## config.mk

```make
export PLATFORM = sky130hd
export DESIGN_NAME = hsec_host
export DESIGN_NICKNAME = d
export VERILOG_FILES = /design/src/hsec_pkg.sv /design/src/hsec_host.sv
export SDC_FILE = /design/constraint.sdc
export NUM_CORES = 1
export LEC_CHECK = 0
export ABC_AREA = 1
export BUFFER_PORTS_ARGS = -buffer_cell sky130_fd_sc_hd__buf_4
export CORE_MARGIN = 2
export CORE_UTILIZATION = 50
export CTS_CLUSTER_DIAMETER = 150
export DETAILED_ROUTE_END_ITERATION = 10
export HOLD_SLACK_MARGIN = 0.02
export PLACE_DENSITY = 0.73
export SLEW_MARGIN = 5
export SYNTH_ARGS = -nofsm -noshare
export SYNTH_HDL_FRONTEND = slang
export SYNTH_SLANG_ARGS = --single-unit
```

## constraint.sdc

```tcl
create_clock -name clk -period 2.85 [get_ports clk]
set_input_delay 0.1425 -clock clk [delete_from_list [all_inputs] [get_ports clk]]
set_output_delay 0.1425 -clock clk [all_outputs]
set_load 0.1 [all_outputs]
```

## src/hsec_pkg.sv

```systemverilog
// shared types and constants for the frame security host controller
package hsec_pkg;

	// device register byte addresses
	localparam logic [9:0] ADDR_RX_DISCARD = 10'h00d;
	localparam logic [9:0] ADDR_BEACON_CTRL = 10'h01a;
	localparam logic [9:0] ADDR_NORMAL_CTRL = 10'h01b;
	localparam logic [9:0] ADDR_SLOT1_CTRL = 10'h01c;
	localparam logic [9:0] ADDR_SLOT2_CTRL = 10'h01d;
	localparam logic [9:0] ADDR_TX_RESULT = 10'h024;
	localparam logic [9:0] ADDR_SEC_CTRL_A = 10'h02c;
	localparam logic [9:0] ADDR_SEC_CTRL_B = 10'h02d;
	localparam logic [9:0] ADDR_RX_SEC_RESULT = 10'h030;
	localparam logic [9:0] ADDR_INT_FLAG = 10'h031;
	localparam logic [9:0] ADDR_SEC_CTRL_C = 10'h037;
	localparam logic [9:0] ADDR_NONCE = 10'h240;
	localparam logic [9:0] ADDR_NONCE_END = 10'h24c;
	localparam logic [9:0] ADDR_KEY_NORMAL = 10'h280;
	localparam logic [9:0] ADDR_KEY_SLOT1 = 10'h290;
	localparam logic [9:0] ADDR_KEY_SHARED = 10'h2a0;
	localparam logic [9:0] ADDR_KEY_RX = 10'h2b0;
	localparam logic [9:0] ADDR_KEY_END = 10'h2bf;

	// last byte index of a key and of a nonce burst
	localparam logic [3:0] KEY_LAST = 4'hf;
	localparam logic [3:0] NONCE_LAST = 4'hc;

	// field masks and values
	localparam logic [7:0] M_TRIG_SEC = 8'h03;
	localparam logic [7:0] V_TRIG_SEC = 8'h03;
	localparam logic [7:0] V_TRIG_ONLY = 8'h01;
	localparam logic [7:0] M_SKIP_DEC = 8'h80;
	localparam logic [7:0] M_RX_START = 8'h40;
	localparam logic [7:0] M_RX_SUITE = 8'h38;
	localparam logic [7:0] M_NORMAL_SUITE = 8'h07;
	localparam logic [7:0] M_SLOT1_SUITE = 8'h07;
	localparam logic [7:0] M_SLOT2_SUITE = 8'h38;
	localparam logic [7:0] M_BEACON_SUITE = 8'h70;
	localparam int SH_RX_SUITE = 3;
	localparam int SH_SLOT2_SUITE = 3;
	localparam int SH_BEACON_SUITE = 4;
	localparam logic [7:0] M_UP_MODE = 8'hc0;
	localparam logic [7:0] V_UP_ENC = 8'h40;
	localparam logic [7:0] V_UP_DEC = 8'h80;
	localparam logic [7:0] V_UP_OFF = 8'h00;
	localparam logic [7:0] F_NORMAL_DONE = 8'h01;
	localparam logic [7:0] F_SLOT1_DONE = 8'h02;
	localparam logic [7:0] F_SLOT2_DONE = 8'h04;
	localparam logic [7:0] F_RX_DONE = 8'h08;
	localparam logic [7:0] F_SECURED = 8'h10;
	localparam logic [7:0] M_DEC_ERR = 8'h04;
	localparam logic [7:0] M_INTEG_ERR = 8'h40;
	localparam logic [7:0] M_DISCARD = 8'h01;
	localparam int B_NORMAL_FAIL = 0;
	localparam int B_SLOT1_OK = 1;
	localparam int B_SLOT2_OK = 2;
	localparam int B_SLOT1_NOTIME = 3;
	localparam int B_SLOT2_NOTIME = 4;
	localparam int B_CHAN_BUSY = 5;
	localparam int B_DEC_ERR = 2;
	localparam int B_INTEG_ERR = 6;
	localparam int RETRY_LSB = 6;

	// security suite codes
	localparam logic [2:0] SUITE_NONE = 3'h0;
	localparam logic [2:0] SUITE_CTR = 3'h1;
	localparam logic [2:0] SUITE_CCM_128 = 3'h2;
	localparam logic [2:0] SUITE_CCM_64 = 3'h3;
	localparam logic [2:0] SUITE_CCM_32 = 3'h4;
	localparam logic [2:0] SUITE_CBC_128 = 3'h5;
	localparam logic [2:0] SUITE_CBC_64 = 3'h6;
	localparam logic [2:0] SUITE_CBC_32 = 3'h7;

	// transmit fifo selection
	localparam logic [1:0] FIFO_NORMAL = 2'h0;
	localparam logic [1:0] FIFO_SLOT1 = 2'h1;
	localparam logic [1:0] FIFO_SLOT2 = 2'h2;
	localparam logic [1:0] FIFO_BEACON = 2'h3;

	// read capture destinations
	localparam logic [7:0] DST_TX = 8'h00;
	localparam logic [7:0] DST_RX = 8'h01;
	localparam logic [7:0] DST_CTRL = 8'h02;

	typedef enum logic [2:0] {
		OP_MAC_TX, OP_RX_DECRYPT, OP_RX_SKIP, OP_UP_ENC,
		OP_UP_DEC, OP_RX_DISCARD, OP_WAIT_SECURED
	} hsec_op_t;

	typedef enum logic [2:0] {
		U_END, U_KEY, U_NONCE, U_RMW, U_POLL, U_RD, U_SKIPZ, U_WR
	} hsec_kind_t;

	typedef enum logic [2:0] {
		ST_IDLE, ST_FETCH, ST_BURST, ST_RMW_RD, ST_WRITE, ST_POLL,
		ST_READ, ST_DONE
	} hsec_state_t;

	typedef struct packed {
		hsec_op_t op;
		logic [1:0] fifo;
		logic [2:0] suite;
		logic flush_on_err;
		logic [127:0] key;
		logic [103:0] nonce;
	} hsec_cmd_t;

	typedef struct packed {
		logic fail;
		logic [1:0] retry;
		logic chan_busy;
		logic no_time;
		logic decrypt_err;
		logic integrity_err;
	} hsec_res_t;

	typedef struct packed {
		hsec_kind_t kind;
		logic [9:0] addr;
		logic [7:0] mask;
		logic [7:0] val;
	} hsec_uop_t;

	typedef struct packed {
		hsec_state_t state;
		logic [3:0] step;
		logic [3:0] idx;
		hsec_cmd_t cmd;
		logic req;
		logic we;
		logic [9:0] addr;
		logic [7:0] wdata;
		logic [7:0] merged;
		logic [7:0] stat;
		logic [7:0] rx_security_result_reg;
		logic [7:0] ctrl;
		logic done;
		hsec_res_t res;
	} hsec_st_t;

endpackage

```

## src/hsec_host.sv

```systemverilog
// host controller that drives the transceiver security engine registers
`timescale 1ns/1ps
module hsec_host (
	// clock, reset, enable
	input wire logic clk,
	input wire logic reset,
	input wire logic ce,
	// user command port
	input wire logic cmd_valid,
	output logic cmd_ready,
	input wire hsec_pkg::hsec_cmd_t cmd,
	output logic busy,
	output logic done,
	output hsec_pkg::hsec_res_t res,
	// device register port
	output logic dev_req,
	output logic dev_we,
	output logic [9:0] dev_addr,
	output logic [7:0] dev_wdata,
	input wire logic dev_ack,
	input wire logic [7:0] dev_rdata
);

	hsec_pkg::hsec_st_t q;
	hsec_pkg::hsec_st_t d;
	hsec_pkg::hsec_uop_t u;
	logic [3:0] last_idx;

	function automatic hsec_pkg::hsec_uop_t mk(
		input hsec_pkg::hsec_kind_t k, input logic [9:0] a,
		input logic [7:0] m, input logic [7:0] v);
		hsec_pkg::hsec_uop_t r;
		r.kind = k;
		r.addr = a;
		r.mask = m;
		r.val = v;
		return r;
	endfunction

	// micro-op table: one register access step of each command
	function automatic hsec_pkg::hsec_uop_t hsec_uop(
		input hsec_pkg::hsec_cmd_t c, input logic [3:0] s);
		hsec_pkg::hsec_uop_t r;
		logic [9:0] ka;
		logic [9:0] ca;
		logic [9:0] sa;
		logic [7:0] sm;
		logic [7:0] sv;
		logic [7:0] fl;
		logic [7:0] sw;
		logic [7:0] upv;
		r = mk(hsec_pkg::U_END, 10'h000, 8'h00, 8'h00);
		sw = {5'h00, c.suite}; // suite none passes through
		// per-fifo key slot, suite field, control reg and done flag
		case (c.fifo)
			hsec_pkg::FIFO_SLOT1: begin
				ka = hsec_pkg::ADDR_KEY_SLOT1;
				sa = hsec_pkg::ADDR_SEC_CTRL_C;
				sm = hsec_pkg::M_SLOT1_SUITE;
				sv = sw;
				ca = hsec_pkg::ADDR_SLOT1_CTRL;
				fl = hsec_pkg::F_SLOT1_DONE;
			end
			hsec_pkg::FIFO_SLOT2: begin
				ka = hsec_pkg::ADDR_KEY_SHARED;
				sa = hsec_pkg::ADDR_SEC_CTRL_C;
				sm = hsec_pkg::M_SLOT2_SUITE;
				sv = 8'(sw << hsec_pkg::SH_SLOT2_SUITE);
				ca = hsec_pkg::ADDR_SLOT2_CTRL;
				fl = hsec_pkg::F_SLOT2_DONE;
			end
			hsec_pkg::FIFO_BEACON: begin
				ka = hsec_pkg::ADDR_KEY_SHARED;
				sa = hsec_pkg::ADDR_SEC_CTRL_B;
				sm = hsec_pkg::M_BEACON_SUITE;
				sv = 8'(sw << hsec_pkg::SH_BEACON_SUITE);
				ca = hsec_pkg::ADDR_BEACON_CTRL;
				fl = 8'h00; // beacon has no done flag
			end
			default: begin
				ka = hsec_pkg::ADDR_KEY_NORMAL;
				sa = hsec_pkg::ADDR_SEC_CTRL_A;
				sm = hsec_pkg::M_NORMAL_SUITE;
				sv = sw;
				ca = hsec_pkg::ADDR_NORMAL_CTRL;
				fl = hsec_pkg::F_NORMAL_DONE;
			end
		endcase
		upv = (c.op == hsec_pkg::OP_UP_ENC) ? hsec_pkg::V_UP_ENC :
			hsec_pkg::V_UP_DEC;
		case (c.op)
			hsec_pkg::OP_MAC_TX: begin
				case (s)
					4'h0: r = mk(hsec_pkg::U_KEY, ka, 8'h00, 8'h00);
					4'h1: r = mk(hsec_pkg::U_RMW, sa, sm, sv);
					4'h2: r = mk(hsec_pkg::U_RMW, ca, hsec_pkg::M_TRIG_SEC,
						hsec_pkg::V_TRIG_SEC);
					4'h3: if (fl != 8'h00) begin
						r = mk(hsec_pkg::U_POLL, hsec_pkg::ADDR_INT_FLAG, fl,
							8'h00);
					end
					4'h4: r = mk(hsec_pkg::U_RD, hsec_pkg::ADDR_TX_RESULT,
						8'h00, hsec_pkg::DST_TX);
					4'h5: r = mk(hsec_pkg::U_RD, ca, 8'h00,
						hsec_pkg::DST_CTRL);
					default: r = mk(hsec_pkg::U_END, 10'h000, 8'h00, 8'h00);
				endcase
			end
			hsec_pkg::OP_RX_DECRYPT: begin
				case (s)
					4'h0: r = mk(hsec_pkg::U_KEY, hsec_pkg::ADDR_KEY_RX,
						8'h00, 8'h00);
					4'h1: r = mk(hsec_pkg::U_RMW, hsec_pkg::ADDR_SEC_CTRL_A,
						hsec_pkg::M_RX_SUITE,
						8'(sw << hsec_pkg::SH_RX_SUITE));
					4'h2: r = mk(hsec_pkg::U_RMW, hsec_pkg::ADDR_SEC_CTRL_A,
						hsec_pkg::M_RX_START, hsec_pkg::M_RX_START);
					4'h3: r = mk(hsec_pkg::U_POLL, hsec_pkg::ADDR_INT_FLAG,
						hsec_pkg::F_RX_DONE, 8'h00);
					4'h4: r = mk(hsec_pkg::U_RD, hsec_pkg::ADDR_RX_SEC_RESULT,
						8'h00, hsec_pkg::DST_RX);
					4'h5: if (c.flush_on_err) begin
						r = mk(hsec_pkg::U_SKIPZ, 10'h000, hsec_pkg::M_DEC_ERR,
							8'h00);
					end
					4'h6: r = mk(hsec_pkg::U_RMW, hsec_pkg::ADDR_RX_DISCARD,
						hsec_pkg::M_DISCARD, hsec_pkg::M_DISCARD);
					default: r = mk(hsec_pkg::U_END, 10'h000, 8'h00, 8'h00);
				endcase
			end
			hsec_pkg::OP_RX_SKIP: if (s == 4'h0) begin
				r = mk(hsec_pkg::U_RMW, hsec_pkg::ADDR_SEC_CTRL_A,
					hsec_pkg::M_SKIP_DEC, hsec_pkg::M_SKIP_DEC);
			end
			hsec_pkg::OP_RX_DISCARD: if (s == 4'h0) begin
				r = mk(hsec_pkg::U_RMW, hsec_pkg::ADDR_RX_DISCARD,
					hsec_pkg::M_DISCARD, hsec_pkg::M_DISCARD);
			end
			hsec_pkg::OP_WAIT_SECURED: if (s == 4'h0) begin
				r = mk(hsec_pkg::U_POLL, hsec_pkg::ADDR_INT_FLAG,
					hsec_pkg::F_SECURED, 8'h00);
			end
			// header length sits in the frame, so the caller must keep
			// it at 31 octets or less; nothing here can enforce it
			hsec_pkg::OP_UP_ENC, hsec_pkg::OP_UP_DEC: begin
				case (s)
					4'h0: r = mk(hsec_pkg::U_KEY, hsec_pkg::ADDR_KEY_NORMAL,
						8'h00, 8'h00);
					4'h1: r = mk(hsec_pkg::U_NONCE, hsec_pkg::ADDR_NONCE,
						8'h00, 8'h00);
					4'h2: r = mk(hsec_pkg::U_RMW, hsec_pkg::ADDR_SEC_CTRL_A,
						hsec_pkg::M_NORMAL_SUITE, sw);
					4'h3: r = mk(hsec_pkg::U_RMW, hsec_pkg::ADDR_SEC_CTRL_C,
						hsec_pkg::M_UP_MODE, upv);
					4'h4: r = mk(hsec_pkg::U_RMW, hsec_pkg::ADDR_NORMAL_CTRL,
						hsec_pkg::M_TRIG_SEC,
						(c.op == hsec_pkg::OP_UP_ENC) ? hsec_pkg::V_TRIG_SEC :
						hsec_pkg::V_TRIG_ONLY);
					4'h5: r = mk(hsec_pkg::U_POLL, hsec_pkg::ADDR_INT_FLAG,
						hsec_pkg::F_NORMAL_DONE, 8'h00);
					4'h6: r = mk(hsec_pkg::U_RD, hsec_pkg::ADDR_TX_RESULT,
						8'h00, hsec_pkg::DST_TX);
					4'h7: r = mk(hsec_pkg::U_RD, hsec_pkg::ADDR_RX_SEC_RESULT,
						8'h00, hsec_pkg::DST_RX);
					// leaving the mode bits set would turn later sends
					// into in-place operations
					4'h8: r = mk(hsec_pkg::U_RMW, hsec_pkg::ADDR_SEC_CTRL_C,
						hsec_pkg::M_UP_MODE, hsec_pkg::V_UP_OFF);
					4'h9: r = mk(hsec_pkg::U_SKIPZ, 10'h000,
						hsec_pkg::M_INTEG_ERR, 8'h00);
					4'ha: r = mk(hsec_pkg::U_WR, hsec_pkg::ADDR_RX_SEC_RESULT,
						8'h00, hsec_pkg::M_INTEG_ERR);
					default: r = mk(hsec_pkg::U_END, 10'h000, 8'h00, 8'h00);
				endcase
			end
			default: r = mk(hsec_pkg::U_END, 10'h000, 8'h00, 8'h00);
		endcase
		return r;
	endfunction

	// next-state logic; every device access waits for its ack
	always_comb begin
		u = hsec_uop(q.cmd, q.step);
		last_idx = (u.kind == hsec_pkg::U_KEY) ? hsec_pkg::KEY_LAST :
			hsec_pkg::NONCE_LAST;
		d = q;
		if (ce) begin
			d.done = 1'b0;
			case (q.state)
				hsec_pkg::ST_IDLE: if (cmd_valid) begin
					d.cmd = cmd;
					d.step = 4'h0;
					d.stat = 8'h00;
					d.rx_security_result_reg = 8'h00;
					d.ctrl = 8'h00;
					d.state = hsec_pkg::ST_FETCH;
				end
				hsec_pkg::ST_FETCH: begin
					d.idx = 4'h0;
					case (u.kind)
						hsec_pkg::U_KEY, hsec_pkg::U_NONCE:
							d.state = hsec_pkg::ST_BURST;
						hsec_pkg::U_RMW: d.state = hsec_pkg::ST_RMW_RD;
						hsec_pkg::U_POLL: d.state = hsec_pkg::ST_POLL;
						hsec_pkg::U_RD: d.state = hsec_pkg::ST_READ;
						hsec_pkg::U_WR: d.state = hsec_pkg::ST_WRITE;
						// conditional step: skip the next one when clear
						hsec_pkg::U_SKIPZ: d.step = q.step +
							(((q.rx_security_result_reg & u.mask) == 8'h00) ? 4'h2 : 4'h1);
						default: d.state = hsec_pkg::ST_DONE;
					endcase
				end
				hsec_pkg::ST_BURST: if (!q.req) begin
					d.req = 1'b1;
					d.we = 1'b1;
					d.addr = u.addr + {6'h00, q.idx};
					d.wdata = (u.kind == hsec_pkg::U_KEY) ?
						q.cmd.key[{q.idx, 3'h0} +: 8] :
						q.cmd.nonce[{q.idx, 3'h0} +: 8];
				end else if (dev_ack) begin
					d.req = 1'b0;
					if (q.idx == last_idx) begin
						d.step = q.step + 4'h1;
						d.state = hsec_pkg::ST_FETCH;
					end else begin
						d.idx = q.idx + 4'h1;
					end
				end
				hsec_pkg::ST_RMW_RD: if (!q.req) begin
					d.req = 1'b1;
					d.we = 1'b0;
					d.addr = u.addr;
				end else if (dev_ack) begin
					d.req = 1'b0;
					d.merged = (dev_rdata & ~u.mask) | (u.val & u.mask);
					d.state = hsec_pkg::ST_WRITE;
				end
				hsec_pkg::ST_WRITE: if (!q.req) begin
					d.req = 1'b1;
					d.we = 1'b1;
					d.addr = u.addr;
					d.wdata = (u.kind == hsec_pkg::U_RMW) ? q.merged : u.val;
				end else if (dev_ack) begin
					d.req = 1'b0;
					d.step = q.step + 4'h1;
					d.state = hsec_pkg::ST_FETCH;
				end
				// polling repeats the read until the flag shows
				hsec_pkg::ST_POLL, hsec_pkg::ST_READ: if (!q.req) begin
					d.req = 1'b1;
					d.we = 1'b0;
					d.addr = u.addr;
				end else if (dev_ack) begin
					d.req = 1'b0;
					if (q.state == hsec_pkg::ST_READ) begin
						if (u.val == hsec_pkg::DST_TX) d.stat = dev_rdata;
						else if (u.val == hsec_pkg::DST_RX) d.rx_security_result_reg = dev_rdata;
						else d.ctrl = dev_rdata;
					end
					if (q.state == hsec_pkg::ST_READ ||
						(dev_rdata & u.mask) != 8'h00) begin
						d.step = q.step + 4'h1;
						d.state = hsec_pkg::ST_FETCH;
					end
				end
				hsec_pkg::ST_DONE: begin
					d.done = 1'b1;
					d.state = hsec_pkg::ST_IDLE;
					d.res = '0;
					if (q.cmd.fifo == hsec_pkg::FIFO_SLOT1 &&
						q.cmd.op == hsec_pkg::OP_MAC_TX) begin
						d.res.fail = ~q.stat[hsec_pkg::B_SLOT1_OK];
						d.res.retry = q.ctrl[hsec_pkg::RETRY_LSB +: 2];
						d.res.no_time = q.stat[hsec_pkg::B_SLOT1_NOTIME];
					end else if (q.cmd.fifo == hsec_pkg::FIFO_SLOT2 &&
						q.cmd.op == hsec_pkg::OP_MAC_TX) begin
						d.res.fail = ~q.stat[hsec_pkg::B_SLOT2_OK];
						d.res.retry = q.ctrl[hsec_pkg::RETRY_LSB +: 2];
						d.res.no_time = q.stat[hsec_pkg::B_SLOT2_NOTIME];
					end else begin
						d.res.fail = q.stat[hsec_pkg::B_NORMAL_FAIL];
						d.res.retry = q.stat[hsec_pkg::RETRY_LSB +: 2];
					end
					d.res.chan_busy = q.stat[hsec_pkg::B_CHAN_BUSY];
					d.res.decrypt_err = q.rx_security_result_reg[hsec_pkg::B_DEC_ERR];
					d.res.integrity_err = q.rx_security_result_reg[hsec_pkg::B_INTEG_ERR];
				end
				default: d.state = hsec_pkg::ST_IDLE;
			endcase
		end
	end

	// state register
	always_ff @(posedge clk) begin
		if (reset) begin
			q <= '0;
		end else begin
			q <= d;
		end
	end

	assign cmd_ready = (q.state == hsec_pkg::ST_IDLE);
	assign busy = (q.state != hsec_pkg::ST_IDLE);
	assign done = q.done;
	assign res = q.res;
	assign dev_req = q.req;
	assign dev_we = q.we;
	assign dev_addr = q.addr;
	assign dev_wdata = q.wdata;

	logic wr;
	assign wr = q.req && q.we && ce;
endmodule

```

### Word level (Yosys, flattened, before mapping)

Cells that the tools add are included.

| operators by class | value |
|---|---|
| reductions and logical operators | 34 |
| mux-type cells | 59 |
| bitwise gates (word level) | 8 |
| shifts and indexed selects | 2 |
| add/subtract/negate cells | 4 |
| equality and inequality tests | 57 |

Operators by type and width:

| operator | number |
|---|---|
| $pmux W29 S6 | 2 |
| $pmux W29 S11 | 1 |
| $pmux W29 S7 | 1 |
| $shiftx A128 B8 Y8 | 1 |
| $shiftx A104 B8 Y8 | 1 |
| $mux W24 | 4 |
| $mux W29 | 3 |
| $mux W28 | 2 |
| $mux W8 | 7 |
| $mux W7 | 7 |
| $pmux W24 S2 | 1 |
| $ne A2 B2 Y1 const B | 21 |
| $mux W19 | 2 |
| $pmux W12 S3 | 1 |
| $eq A3 B3 Y1 const B | 11 |
| $mux W11 | 3 |
| $and A8 B8 Y8 | 4 |
| $pmux W7 S2 | 2 |
| $pmux W3 S7 | 1 |
| $pmux W4 S5 | 1 |
| $eq A3 B2 Y1 const B | 6 |
| $pmux W3 S3 | 2 |
| $pmux W3 S6 | 1 |
| $eq A4 B3 Y1 const B | 4 |
| 43 further kinds | 75 |

| storage, ports and cells | value |
|---|---|
| flip-flop bits (word level) | 312 |
| input bits | 254 |
| logic and storage cells | 188 |

### Depth between registers and ports, before layout

Gate-level depths: netlist of the first run.

| logic depth | value |
|---|---|
| depth in word-level cells | 13 |
| gate-level depth with buffers | 18 |

### Least setup slack after synthesis of the first run

OpenSTA, ideal clock, no wires.

| timing | value |
|---|---|
| path type | reg-to-reg |
| start | register q[311] (netlist bit) |
| end | register q[308] (netlist bit) |
| arrival time | 4.524 ns |
| slack | -1.806 ns |
| clock period less this slack | 4.656 ns |
| data required time | 2.718 ns |
| cell stages (with the launch flop) | 8 |
| buffers on the path | 1 |
| cell sequence | dfxtp_1 -> buf_2 -> nor3_1 -> inv_1 -> nand2_1 -> nor2_1 -> nand4_1 -> a21oi_1 |

| on the way | value |
|---|---|
| elaborated cells between the ends (all ways) | 21 |

RTL lines:

| what | line | text |
|---|---|---|
| start: declaration | hsec_host.sv:24 | `hsec_pkg::hsec_st_t q;` |
| start signal: assignment | hsec_host.sv:296 | `q <= '0;` |
| start signal: assignment | hsec_host.sv:298 | `q <= d;` |
| $logic_not A3 Y1 (*) | -- |  |
| via cmd_ready | hsec_host.sv:10 | `output logic cmd_ready,` |
| $reduce_bool A5 Y1 (no source line) or $ne A2 B2 Y1 (tied branches) | -- |  |
| $reduce_and A12 Y1 (no source line) | -- |  |

The timed path passes the listed nets; every way through them passes the cells marked *.
A chain may end at the register's enable or synchronous reset.

### Final worst setup path of the first run

| timing | value |
|---|---|
| start | register q[296] (netlist bit) |
| end | register q[307] (netlist bit) |

| on the way | value |
|---|---|
| longest elaborated chain between the ends | 12 |
| elaborated cells between the ends (all ways) | 26 |

RTL lines:

| what | line | text |
|---|---|---|
| $eq A2 B2 Y1 or $eq A2 B1 Y1 (tied branches) | hsec_host.sv:55 | `case (c.fifo)` |
| $pmux W3 S3 | hsec_host.sv:55 |  |
| $reduce_bool A8 Y1 | hsec_host.sv:98 | `4'h3: if (fl != 8'h00) begin` |
| $mux W29 | hsec_host.sv:98 |  |
| $pmux W29 S6 (*) | hsec_host.sv:93 | `case (s)` |
| $pmux W29 S6 (*) | hsec_host.sv:91 | `case (c.op)` |
| $and A8 B8 Y8 | hsec_host.sv:209 | `(((q.rx_security_result_reg & u.mask) == 8'h00) ? 4'h2 : 4'h1);` |
| $logic_not A8 Y1 | hsec_host.sv:209 |  |
| $mux W2 | hsec_host.sv:209 |  |
| $add A4 B2 Y4 | hsec_host.sv:208 | `hsec_pkg::U_SKIPZ: d.step = q.step +` |
| $mux W4 | hsec_host.sv:200 | `case (u.kind)` |
| $pmux W4 S5 | hsec_host.sv:189 | `case (q.state)` |

Every way passes the cells marked *; elsewhere a longest branch is shown, timed or not. The select of a mux whose other input is x is not followed.

==> results of run 1 <==
-- metal layers --
metal / vias up / track usage (%) / part of all wire, % / wire, um
li1: 8432 / - / - / -
met1: 8284 / 45.9 / 41 / 24800
met2: 888 / 61.3 / 47 / 28600
met3: 225 / 5.32 / 7.3 / 4460
met4: 0 / 17.8 / 5.2 / 3140
met5: - / 0 / 0 / 0
-- state kept, by name, summed over array words and instances, names as in the netlist --
name       cells
dev_addr      10
dev_req        1
dev_wdata      8
dev_we         1
done           1
q            278
res            7
-- timing repair --
| item | in CTS | in global routing |
|---|---|---|
| setup endpoints to repair | 5 | 15 |
| pin swaps | 5 | 13 |
| endpoints found under the hold margin | 242 | 0 |
| gates resized for setup | 12 | 41 |
| hold buffers | 243 | 0 |
| buffers inserted | 1 | 3 |
| cloned | 0 | 1 |
-- Yosys cell counts, types with 3 or more instances --
cell and instances:
nand2_1 340, a21oi_1 331, o21ai_0 315, inv_1 310, dfxtp_1 306, nand3_1 201
clkbuf_1 105, nor2_1 73, o211ai_1 35, buf_4 31, buf_2 23, nand4_1 22
a31oi_1 21, ha_1 15, nor2_2 13, buf_1 11, inv_2 10, nand2_2 9
nand3_2 8, o21ai_1 8, nand2_4 7, nor3_1 7, buf_6 4, nor2_4 4
nand3_4 3, nand3b_1 3, o221ai_1 3, xnor2_1 3
-- cells in the final DEF, fill, tap and decap left out, drive strengths merged --
master and count:
clkbuf 43, or2 2, nor2 91, o2111ai 2
inv 324, nor3b 2, o21ai 325, a211oi 2
o22ai 1, a32o 1, nand4 22, diode 1
nor3 9, a221oi 2, nand2 356, bufinv 5
dfxtp 306, a31oi 21, fa 2, buf 401
xnor2 3, clkinvlp 1, ha 15, a21boi 1
nand3b 4, o211ai 36, nand3 212, a21oi 334
dlygate4sd3 243, and3 1, o221ai 3, xor2 2
clkinv 13
-- power breakdown --
| part | internal [mW] | switching [mW] |
|---|---|---|
| sequential | 5.12 | 0.478 |
| combinational | 3.33 | 6.83 |
| clock | 2.85 | 1.92 |
| total | 11.3 | 9.22 |
-- worst register-to-register path: stages (launching register included) --
cell	delay (ns)
dfxtp_4	0.37
inv_4	0.04
buf_6	0.12
ha_4	0.16
nand3_1	0.07
nand2_1	0.05
nand2_1	0.09
nand3_2	0.09
a221oi_2	0.29
nand4_1	0.25
ha_2	0.29
fa_2	0.41
xnor2_2	0.14
nor2_1	0.08
nand4_1	0.10
a21oi_1	0.14
-- stage by stage --
step,area [um2],hold WS (ns)
2_1_floorplan,15500,0.319
4_1_cts,22000,0.0200
3_3_place_gp,18300,0.421
6_report,22200,0.0272
5_1_grt,22200,0.0720
3_5_place_dp,18300,0.427
-- area by class of cell --
class	count	area, um2	area share, %
flip-flops and latches	306	6150	27.7
inverters	323	1220	5.51
clock buffers	43	946	4.27
well taps	396	495	2.23
multi-input cells	1449	7510	33.9
clock inverters	20	258	1.16
diodes	1	2.50	0.0113
repair buffers	644	5590	25.2
-- path summary, 6_finish.rpt --
check / startpoint / to / slack (ns) / cells past startpoint
worst max-delay path: q[296]$_SDFFE_PP0P_ / q[307]$_SDFFE_PP0P_ / 0.09 / 15
worst min-delay path: dev_rdata[0] / q[32]$_SDFFE_PP0P_ / 0.03 / 3
worst max register to register: q[296]$_SDFFE_PP0P_ / q[307]$_SDFFE_PP0P_ / 0.09 / 15
worst min register to register: q[169]$_SDFFE_PP0P_ / q[169]$_SDFFE_PP0P_ / 0.44 / 2
-- logic make-up (layout without fill, tap and decap cells) --
| kind of cell | after synthesis | in the layout |
|---|---|---|
| adder cells (fa/ha/maj) | 17 | 17 |
| buffers and inverters | 497 | 1030 |
| XOR/XNOR | 5 | 5 |
| AO/OA/AOI/OAI | 728 | 728 |
| other | 0 | 1 |
| AND/OR/NAND/NOR | 698 | 699 |
| flip-flops | 306 | 306 |
==> impl_metrics.yaml, run 1 <==
cells_and_area:
  instances_no_fill: 3182
  nNetsFinal: 3030
  area_growth_syn_to_layout_pct: 43.0
  fin_util_pct: 72.5
  fill_cells: 2266
  drive_gt1_share_pct: 20.5
global_routing:
  grt_pass1_wl_mm: 95.2
  antenna_found_initial: 1
  gr-total-overflow: 0
  grt_max_degree: 102
  track_usage_pct: 36.4
  grt_pass1_vias: 17900
pwr:
  leakage_nw: 9.57
  finalPower_mw: 20.5
  power_density_nw_per_um2: 926
  ir_drop_mv: 0.575
clock_network:
  max-clock-path-buffers: 3
  cts_buffers: 35
  clkLatencyLatePin_ns: 0.53
  cts.reportedPaths.clkPinSlew_ns: 0.06
  cts_tree: "yes"
  cts_sinks: 306
  htree_levels: 2
  cts_root_buf: "clkbuf_16"
logic_synthesis:
  yosys_register_bits: 306
  synth_edf_count: 0
  ys.flop_type: "dfxtp_1"
  synth_compound_area_share_pct: 24.8
  synthTopCellsByArea: "dfxtp_1 (40%), a21oi_1 (11%), o21ai_0 (10%)"
  synth_fp_nets: 2522
  synth_top_family_by_area: "compound AO/OA/AOI/OAI gates"
  synth_warnings: 0
  yosys.area.top_type_share_pct: 39.5
  synth_top_area_cell: "dfxtp_1"
  synth-xor-area-share_pct: 0.282
  avgSynthCellArea_um2: 6.89
  synth.distinct_cells: 49
  synth-simple-area-share_pct: 20.7
  synth-adder-area-share_pct: 1.47
  synth_mux_area_share_pct: 0
  async_flop_share_pct: 0
  netlist_area_um2: 15500
  ys_seq_area_share_pct: 39.5
  synthCells: 2251
timing:
  worst_slew_pin_slew_ns: 0.898
  fmax_mhz: 362
  rsz0062_at_grt: "true"
  relSlewSlack_pct: 40.1
  post-route-period-util_pct: 97.0
  clock_skew_ns: 0.0184
  fin_crit_ns: 2.76
  slew_violations: 0
  layout_setup_ws_ns: 0.0858
  setup_violations: 0
  hold_viol: 0
  finalSetupTns_ns: 0
floorplanning:
  die_w_um: 180
  die_h_um: 180
  initial_core_util_pct: 50.7
  io_pins: 284
  core_area_um2: 30600
  num_rows: 64
  die_area_um2: 32400
detailed_routing:
  drc: 0
  firstDrtPassIters: 6
  viasPerCell: 5.60
  route.vias.total: 17800
  post_drt_wl_per_cell_um: 19.2
  drt-initial-drc-count: 1625
  ant_nets: 0
  drt-total-wl_mm: 61.0
placement:
  post-place-ws_ns: -0.224
  port_buffers: 283
  dp.cells: 2870
  place.gp.congestion: 0.961
  dp_hpwl_mm: 38.7
min_path:
  hold_path.class: "in -> reg"
worst_setup_path:
  crit_required_ns: 3.30
  startpoint_type: "register"
  cp_top_family: "adder cells"
  crit_path_end_kind: "register"
  crit_fanout: 4
  cp_slowest_cell: "fa_2"
  crit_type: "reg -> reg"
  path_cells: "inv_4 -> buf_6 -> ha_4 -> nand3_1 -> nand2_1 -> nand2_1 -> nand3_2 -> a221oi_2 -> nand4_1 -> ha_2 -> fa_2 -> xnor2_2 -> nor2_1 -> nand4_1 -> a21oi_1"
  worstPathArrival_ns: 3.21
  path_buf_inv: 2
  critPathMaxStageDelay_ns: 0.41
status:
  status: "complete, no violations"
run:
  cap_violations: 0
(Power assumes the default switching activity.)
==> run 2: changes to the inputs <==
Settings changed: CORE_ASPECT_RATIO set to 0.75.
==> impl_metrics.yaml, run 2 (synthesized netlist as in run 1, its figures left out) <==
detailed_routing:
  top_layer_used: "met4"
  firstDrtPassIters: 5
  met3_length_mm: 5.69
  drt-initial-drc-count: 1827
  ant_nets: 0
  post_drt_wl_per_cell_um: 19.4
  drt-total-wl_mm: 61.6
  drc: 0
  route.met2.wl_mm: 27.3
  route.vias.total: 17900
  wl_met1_mm: 26.8
  viasPerCell: 5.62
cells_and_area:
  final_area_um2: 22000
  layout_common_cells: "buf_4 (386), nand2_1 (338), a21oi_1 (328)"
  area_growth_syn_to_layout_pct: 41.7
  nNetsFinal: 3031
  diodes: 0
  drive_gt1_share_pct: 19.5
  instances_no_fill: 3179
  fin_util_pct: 72.4
  largest_reg_flops: 278
  regMostFlops: "q"
  layout_commonest_cell: "buf_4"
pwr:
  power_density_nw_per_um2: 891
  leakage_nw: 9.45
  ir_drop_mv: 0.704
floorplanning:
  die_w_um: 207
  die_area_um2: 32400
  initial_core_util_pct: 51.1
  core_area_um2: 30300
  io_pins: 284
  die_h_um: 156
  num_rows: 55
global_routing:
  track_usage_pct: 36.8
  gr-total-overflow: 0
  grt_pass1_wl_mm: 94.6
  grt_pass1_vias: 17200
  antenna_found_initial: 0
  grt_max_degree: 100
worst_setup_path:
  startpoint_type: "register"
  rrSetupSlack_ns: 0.13
  crit_type: "reg -> reg"
  r2r-start: "q[306]$_SDFFE_PP0P_"
  crit_path_end_kind: "register"
  reg2reg_depth: 19
  r2r-end: "dev_addr[5]$_SDFFE_PP0P_"
  worstPathArrival_ns: 3.20
  crit_required_ns: 3.34
  crit_fanout: 6
timing:
  clock_skew_ns: 0.0134
  fmax_mhz: 368
  hold_viol: 0
  setup_violations: 0
  post-route-period-util_pct: 95.3
  rsz0062_at_grt: "true"
  fin_crit_ns: 2.72
  relSlewSlack_pct: 45.3
  slew_violations: 0
  worst_slew_pin_slew_ns: 0.819
clock_network:
  max-clock-path-buffers: 3
  cts_sinks: 306
  clkLatencyLatePin_ns: 0.57
  htree_levels: 1
  cts_tree: "yes"
  cts.reportedPaths.clkPinSlew_ns: 0.07
  cts_root_buf: "clkbuf_16"
  cts_buffers: 30
min_path:
  min_to: "q[63]$_SDFFE_PP0P_"
  hold_start: "cmd[3]"
  hold_path_depth: 3
  hold_path.class: "in -> reg"
status:
  status: "complete, no violations"
placement:
  port_buffers: 283
  place.gp.congestion: 0.974
  dp_hpwl_mm: 39.9
  dp.cells: 2871
  placed_area_um2: 18300
run:
  cap_violations: 0
run 2: changes by cell type in the layout (fill, tap and decap cells not counted), moves of 3 or more:
cell           delta
dfxtp_4           -4
clkinv_2          -6
bufinv_16         -4
dlygate4sd3_1     +7
clkbuf_1          +6
nand2_1           +3
clkbuf_16         -5
inv_1             +4
inv_2             -4
run 2: through the flow:
| stage | power (mW) | setup TNS (ns) | hold slack, ns | setup WS, ns |
|---|---|---|---|---|
| floorplan | 12.0 | 0 | 0.319 | 0.237 |
| global placement | 14.8 | 0 | 0.422 | 0.0580 |
| detailed placement | 14.9 | -0.0351 | 0.429 | -0.0351 |
| CTS | 19.0 | 0 | 0.0261 | 0.00985 |
| global route | 20.6 | -0.0328 | 0.0213 | -0.0211 |
| finish | 19.6 | 0 | 0.0129 | 0.134 |
run 2: critical path, stage by stage (launching register included):
cell and delay (ns):
dfxtp_2 0.36, buf_6 0.15, inv_4 0.06, nand2_4 0.08, nor2_2 0.05, buf_4 0.14, nor2_2 0.14, inv_1 0.07
buf_4 0.13, nand2_2 0.09, inv_1 0.05, nand2_1 0.05, nand4_1 0.18, ha_4 0.37, nand3_1 0.08, nand2_1 0.10
a21oi_1 0.06, nand3b_1 0.16, xnor2_1 0.13, a21oi_1 0.16
run 2: worst max path at each step:
| stage | start | to | slack (ns) | depth (start not counted) |
|---|---|---|---|---|
| 2_1_floorplan | q[296]$_SDFFE_PP0P_ | q[307]$_SDFFE_PP0P_ | 0.24 | 14 |
| 3_5_place_dp | q[306]$_SDFFE_PP0P_ | dev_addr[6]$_SDFFE_PP0P_ | -0.04 | 19 |
| 6_report | q[306]$_SDFFE_PP0P_ | dev_addr[5]$_SDFFE_PP0P_ | 0.13 | 19 |
| 4_1_cts | q[307]$_SDFFE_PP0P_ | q[307]$_SDFFE_PP0P_ | 0.01 | 16 |
| 5_1_grt | q[306]$_SDFFE_PP0P_ | dev_addr[5]$_SDFFE_PP0P_ | -0.02 | 19 |
| 3_3_place_gp | q[307]$_SDFFE_PP0P_ | q[307]$_SDFFE_PP0P_ | 0.06 | 15 |
run 2: layer usage:
metal | track usage [%] | up-vias
li1 | - | 8431
met5 | 0 | -
met2 | 58.1 | 953
met1 | 51.0 | 8353
met4 | 11.3 | 0
met3 | 6.96 | 141
run 2: repair_timing:
action | 4_1_cts | 5_1_grt
pin swaps | 1 | 8
resized for setup | 3 | 37
buffers inserted | 1 | 5
hold buffers | 250 | 0
setup endpoints to repair | 2 | 20
hold endpoints to repair | 263 | 0
run 2: area by class of cell:
type | instances | area (um2)
Clock buffer | 45 | 857
Clock inverter | 7 | 77.6
Fill cell | 2246 | 8390
Inverter | 323 | 1220
Multi-Input combinational cell | 1448 | 7480
Sequential cell | 306 | 6140
Tap cell | 399 | 499
Timing Repair Buffer | 651 | 5680
run 2: power breakdown:
group          switching (mW)  internal, mW
combinational            6.72          3.33
sequential              0.487          5.12
clock                    1.75          2.16
==> run 3: changes to the inputs <==
Settings changed: CELL_PAD_IN_SITES_DETAIL_PLACEMENT set to 1, CELL_PAD_IN_SITES_GLOBAL_PLACEMENT set to 1, CORE_UTILIZATION 50 to 40, PLACE_DENSITY 0.73 to 0.81, SETUP_SLACK_MARGIN set to 0.5.
==> impl_metrics.yaml, run 3 (synthesized netlist as in run 1, its figures left out) <==
worst_setup_path:
  path_cells: "inv_4 -> ha_4 -> nor2_1 -> nand3_1 -> nand2_1 -> nand2_2 -> nand3_2 -> a221oi_2 -> nand4_1 -> ha_2 -> fa_2 -> xnor2_1 -> nor2_1 -> nand4_1 -> a21oi_1"
  critPathMaxStageDelay_ns: 0.37
  worstPathArrival_ns: 3.15
  cp_slowest_cell: "dfxtp_4"
  crit_type: "reg -> reg"
  crit_path_end_kind: "register"
  crit_required_ns: 3.31
  startpoint_type: "register"
  crit_fanout: 4
timing:
  slew_violations: 0
  fmax_mhz: 372
  fin_crit_ns: 2.69
  finalSetupTns_ns: 0
  post-route-period-util_pct: 94.2
  hold_viol: 0
  relSlewSlack_pct: 32.4
  rsz0062_at_grt: "true"
  worst_slew_pin_slew_ns: 1.01
  setup_violations: 0
  clock_skew_ns: 0.0370
  layout_setup_ws_ns: 0.165
placement:
  place.gp.congestion: 0.966
  port_buffers: 283
  placed_area_um2: 18300
  dp_hpwl_mm: 44.3
  post-place-ws_ns: -0.0280
  dp.cells: 2965
cells_and_area:
  layout_commonest_cell: "buf_4"
  regMostFlops: "q"
  layout_common_cells: "buf_4 (397), a21oi_1 (318), nand2_1 (312)"
  largest_reg_flops: 278
  final_area_um2: 23300
  drive_gt1_share_pct: 24.3
  area_growth_syn_to_layout_pct: 50.3
  nNetsFinal: 3067
  instances_no_fill: 3342
  fill_cells: 4697
detailed_routing:
  drt-total-wl_mm: 82.7
  viasPerCell: 5.80
  post_drt_wl_per_cell_um: 24.7
  drt-initial-drc-count: 1806
  route.vias.total: 19400
  firstDrtPassIters: 5
  ant_nets: 0
  drc: 0
floorplanning:
  core_area_um2: 38200
  io_pins: 284
  num_rows: 62
  die_h_um: 174
  initial_core_util_pct: 40.5
  die_w_um: 231
  die_area_um2: 40400
pwr:
  leakage_nw: 9.88
  power_density_nw_per_um2: 985
  finalPower_mw: 22.9
  ir_drop_mv: 0.541
status:
  status: "complete, no violations"
global_routing:
  grt_max_degree: 146
  busiest_layer: "met2"
  grt_pass1_vias: 20100
  gr-total-overflow: 0
  antenna_found_initial: 10
  use_met3_pct: 7.04
  track_usage_pct: 38.4
  grt_util_met1_pct: 47.6
  grt_pass1_wl_mm: 119
  use_met2_pct: 65.1
run:
  cap_violations: 0
clock_network:
  cts_buffers: 34
  htree_levels: 2
  cts_root_buf: "clkbuf_16"
  clkLatencyLatePin_ns: 0.55
  max-clock-path-buffers: 3
  cts.reportedPaths.clkPinSlew_ns: 0.06
  cts_sinks: 306
  cts_tree: "yes"
min_path:
  hold_path.class: "in -> reg"
-- run 3: cell count changes in the layout (fill, tap and decap cells not counted), sizes merged --
cell / change
nand3: +2
bufbuf: +1
clkinv: -1
nor2: +1
dlygate4sd3: -4
diode: +13
clkbuf: +6
buf: +29
clkinvlp: +3
-- run 3: routing by layer --
metal / wire (um) / part of all wire, % / vias up
met2: 39300 / 48 / 1056
met4: 3930 / 4.7 / 0
li1: - / - / 8529
met1: 33000 / 40 / 9517
met5: 0 / 0 / -
met3: 6410 / 7.8 / 273
-- run 3: final timing paths --
check | start | to | slack (ns) | depth (start not counted)
worst max-delay path | q[296]$_SDFFE_PP0P_ | q[307]$_SDFFE_PP0P_ | 0.16 | 15
worst min-delay path | cmd[147] | q[207]$_SDFFE_PP0P_ | 0.03 | 3
worst max register to register | q[296]$_SDFFE_PP0P_ | q[307]$_SDFFE_PP0P_ | 0.16 | 15
worst min register to register | q[177]$_SDFFE_PP0P_ | q[177]$_SDFFE_PP0P_ | 0.45 | 2
-- run 3: metrics by stage --
| stage | hold slack, ns | utilization (%) |
|---|---|---|
| 2_1_floorplan | 0.319 | - |
| 6_report | 0.0318 | 60.9 |
| 3_5_place_dp | 0.433 | 47.9 |
| 4_1_cts | 0.0245 | 58.8 |
| 5_1_grt | 0.0235 | 60.9 |
| 3_3_place_gp | 0.423 | 47.9 |
-- run 3: final cells by class --
class | instances | area, um2 | area share [%]
inverter | 323 | 1250 | 5.38
clock inverter | 9 | 95.1 | 0.408
antenna | 13 | 32.5 | 0.140
timing repair buffer | 680 | 6130 | 26.3
sequential | 306 | 6160 | 26.4
multi-input combinational | 1451 | 8040 | 34.5
clock buffer | 48 | 945 | 4.05
tap | 512 | 641 | 2.75
-- run 3: repair_timing --
action,CTS,global route
setup buffers,26,23
hold buffers,246,0
gates resized for setup,85,133
gates cloned,7,5
endpoints found under the hold margin,244,0
endpoints found under the setup margin,43,85
pin swaps,24,50
-- run 3: power by group --
| group | internal (mW) | switching, mW |
|---|---|---|
| registers | 5.13 | 0.572 |
| logic | 4.45 | 8.36 |
| clock network | 2.42 | 2.01 |
-- run 3: critical path: cells and delay by family (launching register included) --
kind | cells | cell delay, ns
AND/OR/NAND/NOR | 8 | 0.88
XOR/XNOR | 1 | 0.14
adder cells (fa/ha/maj) | 3 | 0.77
AO/OA/AOI/OAI | 2 | 0.39
flip-flops | 1 | 0.37
buffers and inverters | 1 | 0.08
